### src/core/burst_timing_pkg.sv
package burst_timing_pkg;

  // ----------------------------------------
  // Command encodings (cs, ras, cas, we)
  // ----------------------------------------
  localparam logic [3:0] CMD_NOP    = 4'h7;
  localparam logic [3:0] CMD_ACT    = 4'h3;
  localparam logic [3:0] CMD_READ   = 4'h5;
  localparam logic [3:0] CMD_WRITE  = 4'h4;
  localparam logic [3:0] CMD_PRE    = 4'h2;
  localparam logic [3:0] CMD_REF    = 4'h1;
  localparam logic [3:0] CMD_MRS    = 4'h0;

  // ----------------------------------------
  // Mode register fields and reset values
  // ----------------------------------------
  localparam int          BURST8_BIT    = 3;
  localparam int          AP_BIT        = 10;
  localparam int          CAS_DLY_LSB   = 4;
  localparam int          ADD_LAT_LSB   = 3;
  localparam int          CAL_MODE_LSB  = 7;
  localparam int          RTT_HI_BIT    = 6;
  localparam int          RTT_LO_BIT    = 2;
  localparam logic [1:0]  BA_MODE       = 2'h0;
  localparam logic [1:0]  BA_EXT1       = 2'h1;
  localparam logic [2:0]  CAL_CMD_EXIT  = 3'h0;
  localparam logic [2:0]  CAL_CMD_HIGH  = 3'h1;
  localparam logic [2:0]  CAL_CMD_LOW   = 3'h2;
  localparam logic [2:0]  CAL_CMD_ADJ   = 3'h4;
  localparam logic [2:0]  CAS_DLY_RESET = 3'h3;
  localparam logic [2:0]  ADD_LAT_RESET = 3'h0;
  localparam logic [1:0]  RTT_RESET     = 2'h0;

  // ----------------------------------------
  // Timing counts
  // ----------------------------------------
  localparam int          CLK_MHZ       = 20;
  localparam int          CAL_DELAY_NS  = 12;
  localparam int          CAL_CYC_INT   = (CAL_DELAY_NS * CLK_MHZ + 999) / 1000 < 1 ? 1 :
                                          (CAL_DELAY_NS * CLK_MHZ + 999) / 1000;
  localparam logic [3:0]  CAL_CYCLES    = 4'(CAL_CYC_INT);

  typedef struct packed {
    logic [3:0]  cmd;
    logic [1:0]  bank;
    logic [13:0] addr;
  } command_t;

  typedef struct packed {
    logic [2:0] additive_latency;
    logic [2:0] column_access_delay;
    logic       burst8;
    logic [1:0] rtt_nominal;
  } mode_t;

endpackage

### src/core/ddr2_burst_command_timing.sv
`timescale 1ns/1ps
module ddr2_burst_command_timing (
  input  wire logic                        clk,          // 20 MHz clock.
  input  wire logic                        rst_n,        // Asynchronous reset, active low.
  input  wire logic                        clk_en,       // Freezes all state while low.
  input  wire burst_timing_pkg::command_t  cmd_in,       // Command, bank and address.
  input  wire logic [15:0]                 wdata,        // Write data word.
  input  wire logic                        on_die_termination, // Termination pin.
  output logic [15:0]                      dq_o,         // Data driven out.
  output logic                             dq_oe,        // High while data pins driven.
  output logic                             rd_valid,     // Read data word on dq_o.
  output logic                             wr_take,      // Write word sampled this cycle.
  output logic [63:0]                      adjust_pattern_words, // Four adjust words.
  output logic                             adjust_done,  // Pulse: pattern complete.
  output logic                             access_error, // Pulse: access to idle bank.
  output logic [3:0]                       bank_open,    // Activated bank map.
  output burst_timing_pkg::mode_t          mode_q,       // Programmed modes.
  output logic [3:0]                       read_latency, // Effective read latency.
  output logic                             termination_on // Termination active.
);

  // ------------------------------------------------------------
  // Command register and decode
  // ------------------------------------------------------------
  typedef enum logic [3:0] {
    CAL_OFF    = 4'h1,
    CAL_DRIVE  = 4'h2,
    CAL_ADJUST = 4'h4,
    CAL_EXIT   = 4'h8
  } cal_state_t;

  burst_timing_pkg::command_t cmd_q;
  cal_state_t                 cal_q;
  logic [3:0]                 cal_cnt_q;
  logic                       cal_drive_q;
  logic [3:0]                 rd_sh_q;
  logic [15:0]                rd_cnt_q;
  logic [3:0]                 wr_cnt_q;
  logic [1:0]                 adj_idx_q;
  logic [3:0]                 wlat_q;
  logic [15:0]                rd_pipe_q;
  logic [15:0]                wr_pipe_q;
  logic [3:0]                 burst_words;

  // Commands are captured on the rising edge before anything acts on them.
  always_ff @(posedge clk or negedge rst_n) begin
    if (!rst_n) begin
      cmd_q <= '{cmd: burst_timing_pkg::CMD_NOP, bank: 2'h0, addr: 14'h0};
    end else if (clk_en) begin
      cmd_q <= cmd_in;
    end
  end

  wire is_rd  = cmd_q.cmd == burst_timing_pkg::CMD_READ;
  wire is_wr  = cmd_q.cmd == burst_timing_pkg::CMD_WRITE;
  wire is_mrs = cmd_q.cmd == burst_timing_pkg::CMD_MRS;
  wire hit    = bank_open[cmd_q.bank];
  wire [2:0] cal_code = cmd_q.addr[burst_timing_pkg::CAL_MODE_LSB +: 3];

  assign burst_words = mode_q.burst8 ? 4'h8 : 4'h4;

  // ------------------------------------------------------------
  // Bank tracking
  // ------------------------------------------------------------
  // Accesses to a bank that is not activated are dropped and flagged.
  always_ff @(posedge clk or negedge rst_n) begin
    if (!rst_n) begin
      bank_open    <= 4'h0;
      access_error <= 1'b0;
    end else if (clk_en) begin
      access_error <= (is_rd || is_wr) && !hit;
      if (cmd_q.cmd == burst_timing_pkg::CMD_ACT) begin
        bank_open[cmd_q.bank] <= 1'b1;
      end else if (cmd_q.cmd == burst_timing_pkg::CMD_PRE) begin
        if (cmd_q.addr[burst_timing_pkg::AP_BIT]) begin
          bank_open <= 4'h0;
        end else begin
          bank_open[cmd_q.bank] <= 1'b0;
        end
      end else if ((is_rd || is_wr) && hit && cmd_q.addr[burst_timing_pkg::AP_BIT]) begin
        bank_open[cmd_q.bank] <= 1'b0;
      end
    end
  end

  // ------------------------------------------------------------
  // Mode registers
  // ------------------------------------------------------------
  // Mode and first extended register writes; latency fields are loaded from the address unchecked.
  always_ff @(posedge clk or negedge rst_n) begin
    if (!rst_n) begin
      mode_q <= '{additive_latency: burst_timing_pkg::ADD_LAT_RESET,
                  column_access_delay: burst_timing_pkg::CAS_DLY_RESET,
                  burst8: 1'b0, rtt_nominal: burst_timing_pkg::RTT_RESET};
    end else if (clk_en && is_mrs) begin
      if (cmd_q.bank == burst_timing_pkg::BA_MODE) begin
        mode_q.burst8 <= cmd_q.addr[burst_timing_pkg::BURST8_BIT];
        mode_q.column_access_delay <= cmd_q.addr[burst_timing_pkg::CAS_DLY_LSB +: 3];
      end else if (cmd_q.bank == burst_timing_pkg::BA_EXT1) begin
        mode_q.additive_latency <= cmd_q.addr[burst_timing_pkg::ADD_LAT_LSB +: 3];
        mode_q.rtt_nominal <= {cmd_q.addr[burst_timing_pkg::RTT_HI_BIT],
                               cmd_q.addr[burst_timing_pkg::RTT_LO_BIT]};
      end
    end
  end

  // Latency sums: read is additive plus column, write one clock less.
  always_ff @(posedge clk or negedge rst_n) begin
    if (!rst_n) begin
      read_latency <= 4'h3;
      wlat_q       <= 4'h2;
    end else if (clk_en) begin
      read_latency <= 4'(mode_q.additive_latency) + 4'(mode_q.column_access_delay);
      wlat_q <= 4'(mode_q.additive_latency) + 4'(mode_q.column_access_delay) - 4'h1;
    end
  end

  // Termination follows the pin only when a resistance is programmed.
  always_ff @(posedge clk or negedge rst_n) begin
    if (!rst_n) begin
      termination_on <= 1'b0;
    end else if (clk_en) begin
      termination_on <= on_die_termination && (mode_q.rtt_nominal != 2'h0);
    end
  end

  // ------------------------------------------------------------
  // Driver calibration state machine
  // ------------------------------------------------------------
  // Drivers change state only after the calibration delay has run out.
  always_ff @(posedge clk or negedge rst_n) begin
    if (!rst_n) begin
      cal_q       <= CAL_OFF;
      cal_cnt_q   <= 4'h0;
      cal_drive_q <= 1'b0;
    end else if (clk_en) begin
      if (cal_cnt_q != 4'h0) begin
        cal_cnt_q <= cal_cnt_q - 4'h1;
      end
      case (cal_q)
        CAL_OFF, CAL_EXIT: begin
          if (cal_q == CAL_EXIT && cal_cnt_q == 4'h1) begin
            cal_drive_q <= 1'b0;
            cal_q <= CAL_OFF;
          end
          if (is_mrs && cmd_q.bank == burst_timing_pkg::BA_EXT1) begin
            if (cal_code == burst_timing_pkg::CAL_CMD_HIGH ||
                cal_code == burst_timing_pkg::CAL_CMD_LOW) begin
              cal_q     <= CAL_DRIVE;
              cal_cnt_q <= burst_timing_pkg::CAL_CYCLES;
            end else if (cal_code == burst_timing_pkg::CAL_CMD_ADJ) begin
              cal_q <= CAL_ADJUST;
            end
          end
        end
        CAL_DRIVE: begin
          if (cal_cnt_q == 4'h1) begin
            cal_drive_q <= 1'b1;
          end
          if (is_mrs && cal_code == burst_timing_pkg::CAL_CMD_EXIT) begin
            cal_q     <= CAL_EXIT;
            cal_cnt_q <= burst_timing_pkg::CAL_CYCLES;
          end
        end
        CAL_ADJUST: begin
          if (is_mrs && cal_code == burst_timing_pkg::CAL_CMD_EXIT) begin
            cal_q <= CAL_OFF;
          end
        end
        default: cal_q <= CAL_OFF;
      endcase
    end
  end

  // ------------------------------------------------------------
  // Latency pipeline for reads and writes
  // ------------------------------------------------------------
  // One delay line per direction, so a command two clocks behind another cannot
  // cancel the earlier one's data; bit 0 marks the clock at which a burst starts.
  always_ff @(posedge clk or negedge rst_n) begin
    if (!rst_n) begin
      rd_pipe_q <= 16'h0000;
      wr_pipe_q <= 16'h0000;
    end else if (clk_en) begin
      rd_pipe_q <= (rd_pipe_q >> 1) |
                   ((is_rd && hit) ? (16'h0001 << read_latency) : 16'h0000);
      wr_pipe_q <= (wr_pipe_q >> 1) |
                   ((is_wr && hit) ? (16'h0001 << wlat_q) : 16'h0000);
    end
  end

  // Burst beat counters, two words per clock collapsed to one word per cycle.
  // A burst of four appends to the running one so that seamless bursts stay
  // gapless; a burst of eight restarts the count, which is the interrupt case.
  always_ff @(posedge clk or negedge rst_n) begin
    if (!rst_n) begin
      rd_sh_q  <= 4'h0;
      wr_cnt_q <= 4'h0;
    end else if (clk_en) begin
      if (rd_pipe_q[0]) begin
        rd_sh_q <= burst_words + ((mode_q.burst8 || rd_sh_q == 4'h0) ?
                                  4'h0 : rd_sh_q - 4'h1);
      end else if (rd_sh_q != 4'h0) begin
        rd_sh_q <= rd_sh_q - 4'h1;
      end
      if (wr_pipe_q[0]) begin
        wr_cnt_q <= burst_words + ((mode_q.burst8 || wr_cnt_q == 4'h0) ?
                                   4'h0 : wr_cnt_q - 4'h1);
      end else if (wr_cnt_q != 4'h0) begin
        wr_cnt_q <= wr_cnt_q - 4'h1;
      end
    end
  end

  // Read data and driver enable; calibration drive overrides the data path.
  always_ff @(posedge clk or negedge rst_n) begin
    if (!rst_n) begin
      dq_o     <= 16'h0000;
      dq_oe    <= 1'b0;
      rd_valid <= 1'b0;
      rd_cnt_q <= 16'h0000;
    end else if (clk_en) begin
      rd_valid <= rd_sh_q != 4'h0;
      if (rd_sh_q != 4'h0) begin
        rd_cnt_q <= rd_cnt_q + 16'h0001;
      end
      dq_o  <= cal_drive_q ? 16'hFFFF : rd_cnt_q;
      dq_oe <= cal_drive_q || (rd_sh_q != 4'h0);
    end
  end

  // Write beats, and the four adjust words in fixed arrival order.
  always_ff @(posedge clk or negedge rst_n) begin
    if (!rst_n) begin
      wr_take              <= 1'b0;
      adj_idx_q            <= 2'h0;
      adjust_pattern_words <= 64'h0;
      adjust_done          <= 1'b0;
    end else if (clk_en) begin
      wr_take     <= wr_cnt_q != 4'h0;
      adjust_done <= 1'b0;
      if (wr_cnt_q != 4'h0 && cal_q == CAL_ADJUST && adj_idx_q == 2'h0 &&
          wr_cnt_q != burst_words) begin
        adj_idx_q <= 2'h0;
      end
      if (wr_cnt_q != 4'h0 && cal_q == CAL_ADJUST) begin
        adjust_pattern_words[adj_idx_q*16 +: 16] <= wdata;
        adj_idx_q <= adj_idx_q + 2'h1;
        adjust_done <= adj_idx_q == 2'h3;
      end else if (wr_cnt_q == 4'h0) begin
        adj_idx_q <= 2'h0;
      end
    end
  end

  // ------------------------------------------------------------
  // Checks
  // ------------------------------------------------------------
  a_read_latency_sum: assert property (@(posedge clk) disable iff (!rst_n)
    clk_en |=> read_latency ==
      4'($past(mode_q.additive_latency)) + 4'($past(mode_q.column_access_delay)))
    else $error("read latency differs from sum");
  a_write_one_less: assert property (@(posedge clk) disable iff (!rst_n)
    clk_en |=> wlat_q == read_latency - 4'h1 || !$stable(mode_q) || !$past(clk_en))
    else $error("write latency not one below read latency");
  a_idle_bank_error: assert property (@(posedge clk) disable iff (!rst_n)
    clk_en && (is_rd || is_wr) && !hit |=> access_error &&
      rd_pipe_q == ($past(rd_pipe_q) >> 1) && wr_pipe_q == ($past(wr_pipe_q) >> 1))
    else $error("access to idle bank not refused");
  a_rtt_update: assert property (@(posedge clk) disable iff (!rst_n)
    clk_en && is_mrs && cmd_q.bank == burst_timing_pkg::BA_EXT1 |=>
      mode_q.rtt_nominal == {$past(cmd_q.addr[6]), $past(cmd_q.addr[2])})
    else $error("termination bits not updated");
  a_drive_off_exit: assert property (@(posedge clk) disable iff (!rst_n)
    clk_en && cal_q == CAL_OFF && !cal_drive_q |=> !cal_drive_q || !$past(clk_en))
    else $error("drivers turned on outside drive mode");
  a_adjust_order: assert property (@(posedge clk) disable iff (!rst_n)
    clk_en && wr_cnt_q != 4'h0 && cal_q == CAL_ADJUST |=>
      adjust_pattern_words[$past(adj_idx_q)*16 +: 16] == $past(wdata))
    else $error("adjust word stored out of order");
  a_read_burst_len: assert property (@(posedge clk) disable iff (!rst_n)
    clk_en && rd_pipe_q[0] && (mode_q.burst8 || rd_sh_q == 4'h0) |=> rd_sh_q == burst_words)
    else $error("read burst not programmed length");
  a_write_burst_len: assert property (@(posedge clk) disable iff (!rst_n)
    clk_en && wr_pipe_q[0] && (mode_q.burst8 || wr_cnt_q == 4'h0) |=> wr_cnt_q == burst_words)
    else $error("write burst not programmed length");
  c_read_burst: cover property (@(posedge clk) disable iff (!rst_n) rd_valid [*4]);
  c_write_burst: cover property (@(posedge clk) disable iff (!rst_n) wr_take [*4]);
  c_adjust: cover property (@(posedge clk) disable iff (!rst_n) adjust_done);

endmodule

### config.mk
export PLATFORM = sky130hd
export DESIGN_NAME = ddr2_burst_command_timing
export DESIGN_NICKNAME = d
export VERILOG_FILES = /design/src/core/burst_timing_pkg.sv /design/src/core/ddr2_burst_command_timing.sv
export SDC_FILE = /design/constraint.sdc
export NUM_CORES = 1
export LEC_CHECK = 0
export BUFFER_PORTS_ARGS = -buffer_cell sky130_fd_sc_hd__buf_2
export CORE_MARGIN = 5
export CORE_UTILIZATION = 42
export DETAILED_ROUTE_END_ITERATION = 10
export SLEW_MARGIN = 10
export SYNTH_ARGS = -nofsm -noshare
export SYNTH_HDL_FRONTEND = slang
export SYNTH_SLANG_ARGS = --single-unit
### constraint.sdc
create_clock -name clk -period 5.8 [get_ports clk]
set_input_delay 1.16 -clock clk [delete_from_list [all_inputs] [get_ports clk]]
set_output_delay 1.16 -clock clk [all_outputs]
set_load 0.01 [all_outputs]
**Word-level counts from Yosys, hierarchy flattened**

Cells that the tools add are included.

- Register bits after elaboration: 191
- Latch bits: 0
- RAM bits: 0
- Bits in read-only memories: 0
- Word-level logic and storage cells: 152
- Memories kept: 0

- Add/subtract/negate cells: 10
- Multiply operators: 0
- Div/mod/pow operators: 0
- Order comparisons: 2
- Equal/unequal tests: 19
- Shifts and indexed selects: 4
- Mux-type cells: 38
- Bitwise operators: 6
- Reduce and logical (&&, ||, !) cells: 46

Operators with widths:

| cell | number |
|---|---|
| $mux 4 | 21 |
| $bwmux 64 | 1 |
| $shift 16x34->64 const A | 1 |
| $shiftx 16x34->64 | 1 |
| $mux 16 | 3 |
| $neg 6->34 | 1 |
| $or 15x16->16 | 2 |
| $shl 1x4->16 const A | 2 |
| $add 16x1->16 const B | 1 |
| $sub 4x1->4 const B | 4 |
| $logic_and 1x1->1 | 14 |
| $reduce_and 2->1 | 7 |
| $eq 4x2->1 const B | 3 |
| $eq 4x3->1 const B | 3 |
| $logic_not 4->1 | 3 |
| $pmux 4 s3 | 1 |
| $reduce_bool 4->1 | 3 |
| $add 4x4->4 | 2 |
| $eq 4x1->1 const B | 2 |
| $ne 2x2->1 const B | 4 |
| $pmux 4 s2 | 1 |
| $reduce_bool 2->1 | 4 |
| $mux 2 | 3 |
| $reduce_and 3->1 | 2 |
| 26 further kinds | 36 |

**Logic depth before layout (Yosys ltp)**

- Depth after elaboration: 9
- Mapped depth: 9
- Gate-level depth less buffers: 8

**Worst setup path after synthesis**

OpenSTA, ideal clock, no wires.

- Path type: input-to-reg
- Start: in clk_en
- End: reg dq_o[0]
- Arrival time: 2.168 ns
- Data required time: 5.663 ns
- Setup slack: 3.495 ns
- Cell stages on the path: 5
- Path buffers: 4
- Cell sequence: buf_2 > clkbuf_1 > buf_2 > clkbuf_1 > a21oi_1

RTL lines:

| what | RTL line | text |
|---|---|---|
| start, declared | ddr2_burst_command_timing.sv:5 | `input wire logic clk_en,` |
| end signal, assigned | ddr2_burst_command_timing.sv:227 | `dq_o <= cal_drive_q ? 16'hFFFF : rd_cnt_q;` |
| end, declared | ddr2_burst_command_timing.sv:9 | `output logic [15:0] dq_o,` |

No word-level cell between the ends.

==> flow_summary_export.csv <==
group,metric,value,unit
worst_setup_path,cp_max_fo,68,
route,post_drt_wl_per_cell,15.0,um
die,initial_utilization,0.430,
placed_design,gp_congestion,0.762,
run,cap_violations,0,
worst_setup_path,path_cells,"buf_4 > buf_4 > nand3_1 > or4_4 > o21ai_0",
layout,layout-drive-gt1-share,0.238,
worst_setup_path,crit_top_cell,"buf_4",
die,pin_count,143,
die,fp.dieW,152,um
die,dieArea,0.0230,mm2
die,die-height,152,um
synth,async_reset_ff_frac,1.00,
route,drc_errors,0,
sta,slew_headroom,0.270,
sta,fin_crit_sh,0.521,
placed_design,dpl.hpwl,13.0,mm
power_and_ir_drop,worst_ir_drop_vdd,0.195,mV
placed_design,port_buffers,137,
worst_setup_path,max_stage_delay,0.67,ns
synth,synth_cell_types,64,
power_and_ir_drop,p_per_area,368,mW/mm2
layout,fin_area,0.00993,mm2
synth,synth_top_area_share,0.533,
layout,final_nets,1011,
worst_setup_path,worst_setup_path_end_kind,"flop",
worst_setup_path,cp_top_family,"buffers and inverters",
layout,area_delta_synth_final,17.6,%
layout,n_antenna_cell,0,
route,drt_first_pass_iters,4,
worst_setup_path,slowest_stage,"buf_4",
route,ant_nets,0,
clock_tree,cts_num_sinks,189,
clock_tree,cts_setup_buffers,0,
sta,maxSlewViolCount,0,
worst_setup_path,critPathBufInv,2,
synth,yosysTopAreaCell,"dfrtp_1",
run_status,status,"completed",
global_route,grt_remaining_overflow,0,
worst_setup_path,timing_worst_setup_path_type,"in2reg",
sta,skew,0.0145,ns
sta,rsz0062_at_grt,"false",
synth,synth_ff_type,"dfrtp_1",
die,core_area,0.0197,mm2
clock_tree,cts_buffers,17,
synth,ys_seq_area_frac,0.561,
worst_setup_path,crit_arrival,3.36,ns
worst_setup_path,start_kind,"primary input",
synth,synth_warnings,0,
sta,final-setup-viol-count,0,
synth,mappedNetlistArea,0.00844,mm2
synth,synth_seq_cells,189,
route,routed_via_density,5.00,
global_route,antenna_found_initial,0,
clock_tree,cts_resized,0,
sta,tightestPinTransition,1.09,ns
global_route,grt_pass1_wl,30.8,mm
clock_tree,clkLatencyLatePin,0.43,ns
global_route,track_usage,0.166,
route,vias,6151,
route,drt_iter0_markers,269,
sta,fmax,331,MHz
worst_setup_path,critPathRequiredTime,6.13,ns
route,finalWirelength,18.5,mm
synth,synth-edff-count,0,
clock_tree,cts_tree,"built",
sta,min_period,3.02,ns
power_and_ir_drop,power.total,3650,uW
global_route,grt_pass1_vias,5924,
layout,stdcell_count,1231,
placed_design,placed_area,0.00932,mm2
clock_tree,path_clk_slew,0.08,ns
clock_tree,cts_max_level,4,
placed_design,dp_cells,1199,
clock_tree,clockBufferDepth,2,
sta,tns,0,ns
synth,synth_area_leaders,"dfrtp_1, nand2_1, o21ai_0",
global_route,grt_max_degree,102,
die,rows,51,
clock_tree,cts-root-buf,"clkbuf_16",
synth,syn_nets,892,
hold_path,hp-class,"reg2reg",
sta,hold_viol_final,0,
synth,postSynthCellCount,834,
synth,avgSynthCellArea,10.1,um2
clock_tree,hold_buffers,0,
power_and_ir_drop,p_leak,0.00465,uW
-- report_power, final --
part	internal, uW	switching (uW)	total (uW)
registers	1520	199	1720
clock network	591	587	1180
logic	346	400	747
total	2460	1190	3650
-- per-stage QoR --
| stage | hold WS, ns | utilization | setup slack (ns) |
|---|---|---|---|
| detailed placement | 0.464 | 0.474 | 2.32 |
| floorplan | 0.446 | - | 3.49 |
| finish | 0.477 | 0.505 | 2.78 |
| CTS | 0.483 | 0.505 | 2.78 |
| global route | 0.507 | 0.505 | 2.64 |
| global placement | 0.457 | 0.474 | 2.39 |
-- state kept, by name (all words and copies together), names as in the netlist, 3 cells and up --
signal	cells
wr_pipe_q	16
cal_cnt_q	4
wlat_q	4
cal_q	4
read_latency	4
wr_cnt_q	4
adjust_pattern_words	64
rd_cnt_q	16
dq_o	16
cal_code	3
rd_pipe_q	16
bank_open	4
mode_q	9
rd_sh_q	4
cmd_q	12
-- Yosys cell counts (all sizes together), types with 2 or more instances --
| master | count |
|---|---|
| and3 | 9 |
| xnor2 | 17 |
| nor2b | 5 |
| dfrtp | 180 |
| a41oi | 3 |
| o221ai | 2 |
| nor4 | 2 |
| dfstp | 9 |
| nor3 | 7 |
| o31ai | 3 |
| nand3b | 4 |
| nand4 | 5 |
| and2 | 2 |
| xor2 | 2 |
| a21oi | 42 |
| mux2 | 30 |
| a31oi | 4 |
| nand2b | 6 |
| mux2i | 25 |
| nor2 | 64 |
| or3b | 3 |
| or4 | 3 |
| nand2 | 168 |
| buf | 22 |
| a221oi | 2 |
| ha | 17 |
| nand3 | 11 |
| a21o | 3 |
| o21ai | 115 |
| o2bb2ai | 3 |
| nor3b | 9 |
| inv | 22 |
| clkbuf | 18 |
-- layout make-up --
cell class              count  area [um2]
clock buffers              17         425
clock inverters            15         180
fillers                  1886        9730
inverters                  22        82.6
multi-input cells         583        3450
flip-flops and latches    189        4740
well taps                 265         332
repair buffers            140         719
-- tightest hold or removal path, delay by kind of cell, from the launching register on --
family / cells / cell delay (ns)
flops: 1 / 0.34
simple gates: 1 / 0.05
compound gates: 1 / 0.06
-- kinds of logic (layout without fill, tap and decap cells) --
| logic type | Yosys count | in the layout | synth area share |
|---|---|---|---|
| XOR/XNOR | 19 | 19 | 0.0197 |
| adder cells (fa/ha/maj) | 18 | 18 | 0.0276 |
| AND/OR/NAND/NOR | 305 | 305 | 0.166 |
| flip-flops | 189 | 189 | 0.562 |
| buffers and inverters | 62 | 194 | 0.0310 |
| AO/OA/AOI/OAI | 185 | 185 | 0.122 |
| multiplexers | 56 | 56 | 0.0723 |
-- placed cells by master (no fill, tap or decap), drive strengths merged, types with 18 or more instances in the layout --
| cell | instances |
|---|---|
| buf | 139 |
| nor2 | 64 |
| mux2 | 30 |
| a21oi | 42 |
| mux2i | 25 |
| clkbuf | 18 |
| o21ai | 115 |
| dfrtp | 180 |
| inv | 32 |
| nand2 | 168 |
-- path summary, 6_finish.rpt --
check,from,cells past startpoint,to,slack [ns]
setup / recovery,clk_en,5,wr_pipe_q[0],2.78
hold / removal,adjust_pattern_words[41],2,adjust_pattern_words[41],0.48
setup reg to reg,cal_q[1],4,adjust_pattern_words[1],3.13
hold reg to reg,adjust_pattern_words[41],2,adjust_pattern_words[41],0.48
max in group asynchronous,rst_n,2,wlat_q[0],3.79
min in group asynchronous,rst_n,1,rd_pipe_q[11],0.79
-- layer usage --
| metal | track usage | wire (um) | up-vias |
|---|---|---|---|
| met5 | 0 | 0 | - |
| li1 | - | - | 3103 |
| met2 | 0.265 | 8800 | 101 |
| met4 | 0.0431 | 216 | 0 |
| met1 | 0.231 | 8750 | 2935 |
| met3 | 0.0384 | 754 | 12 |
(Power assumes the default switching activity.)
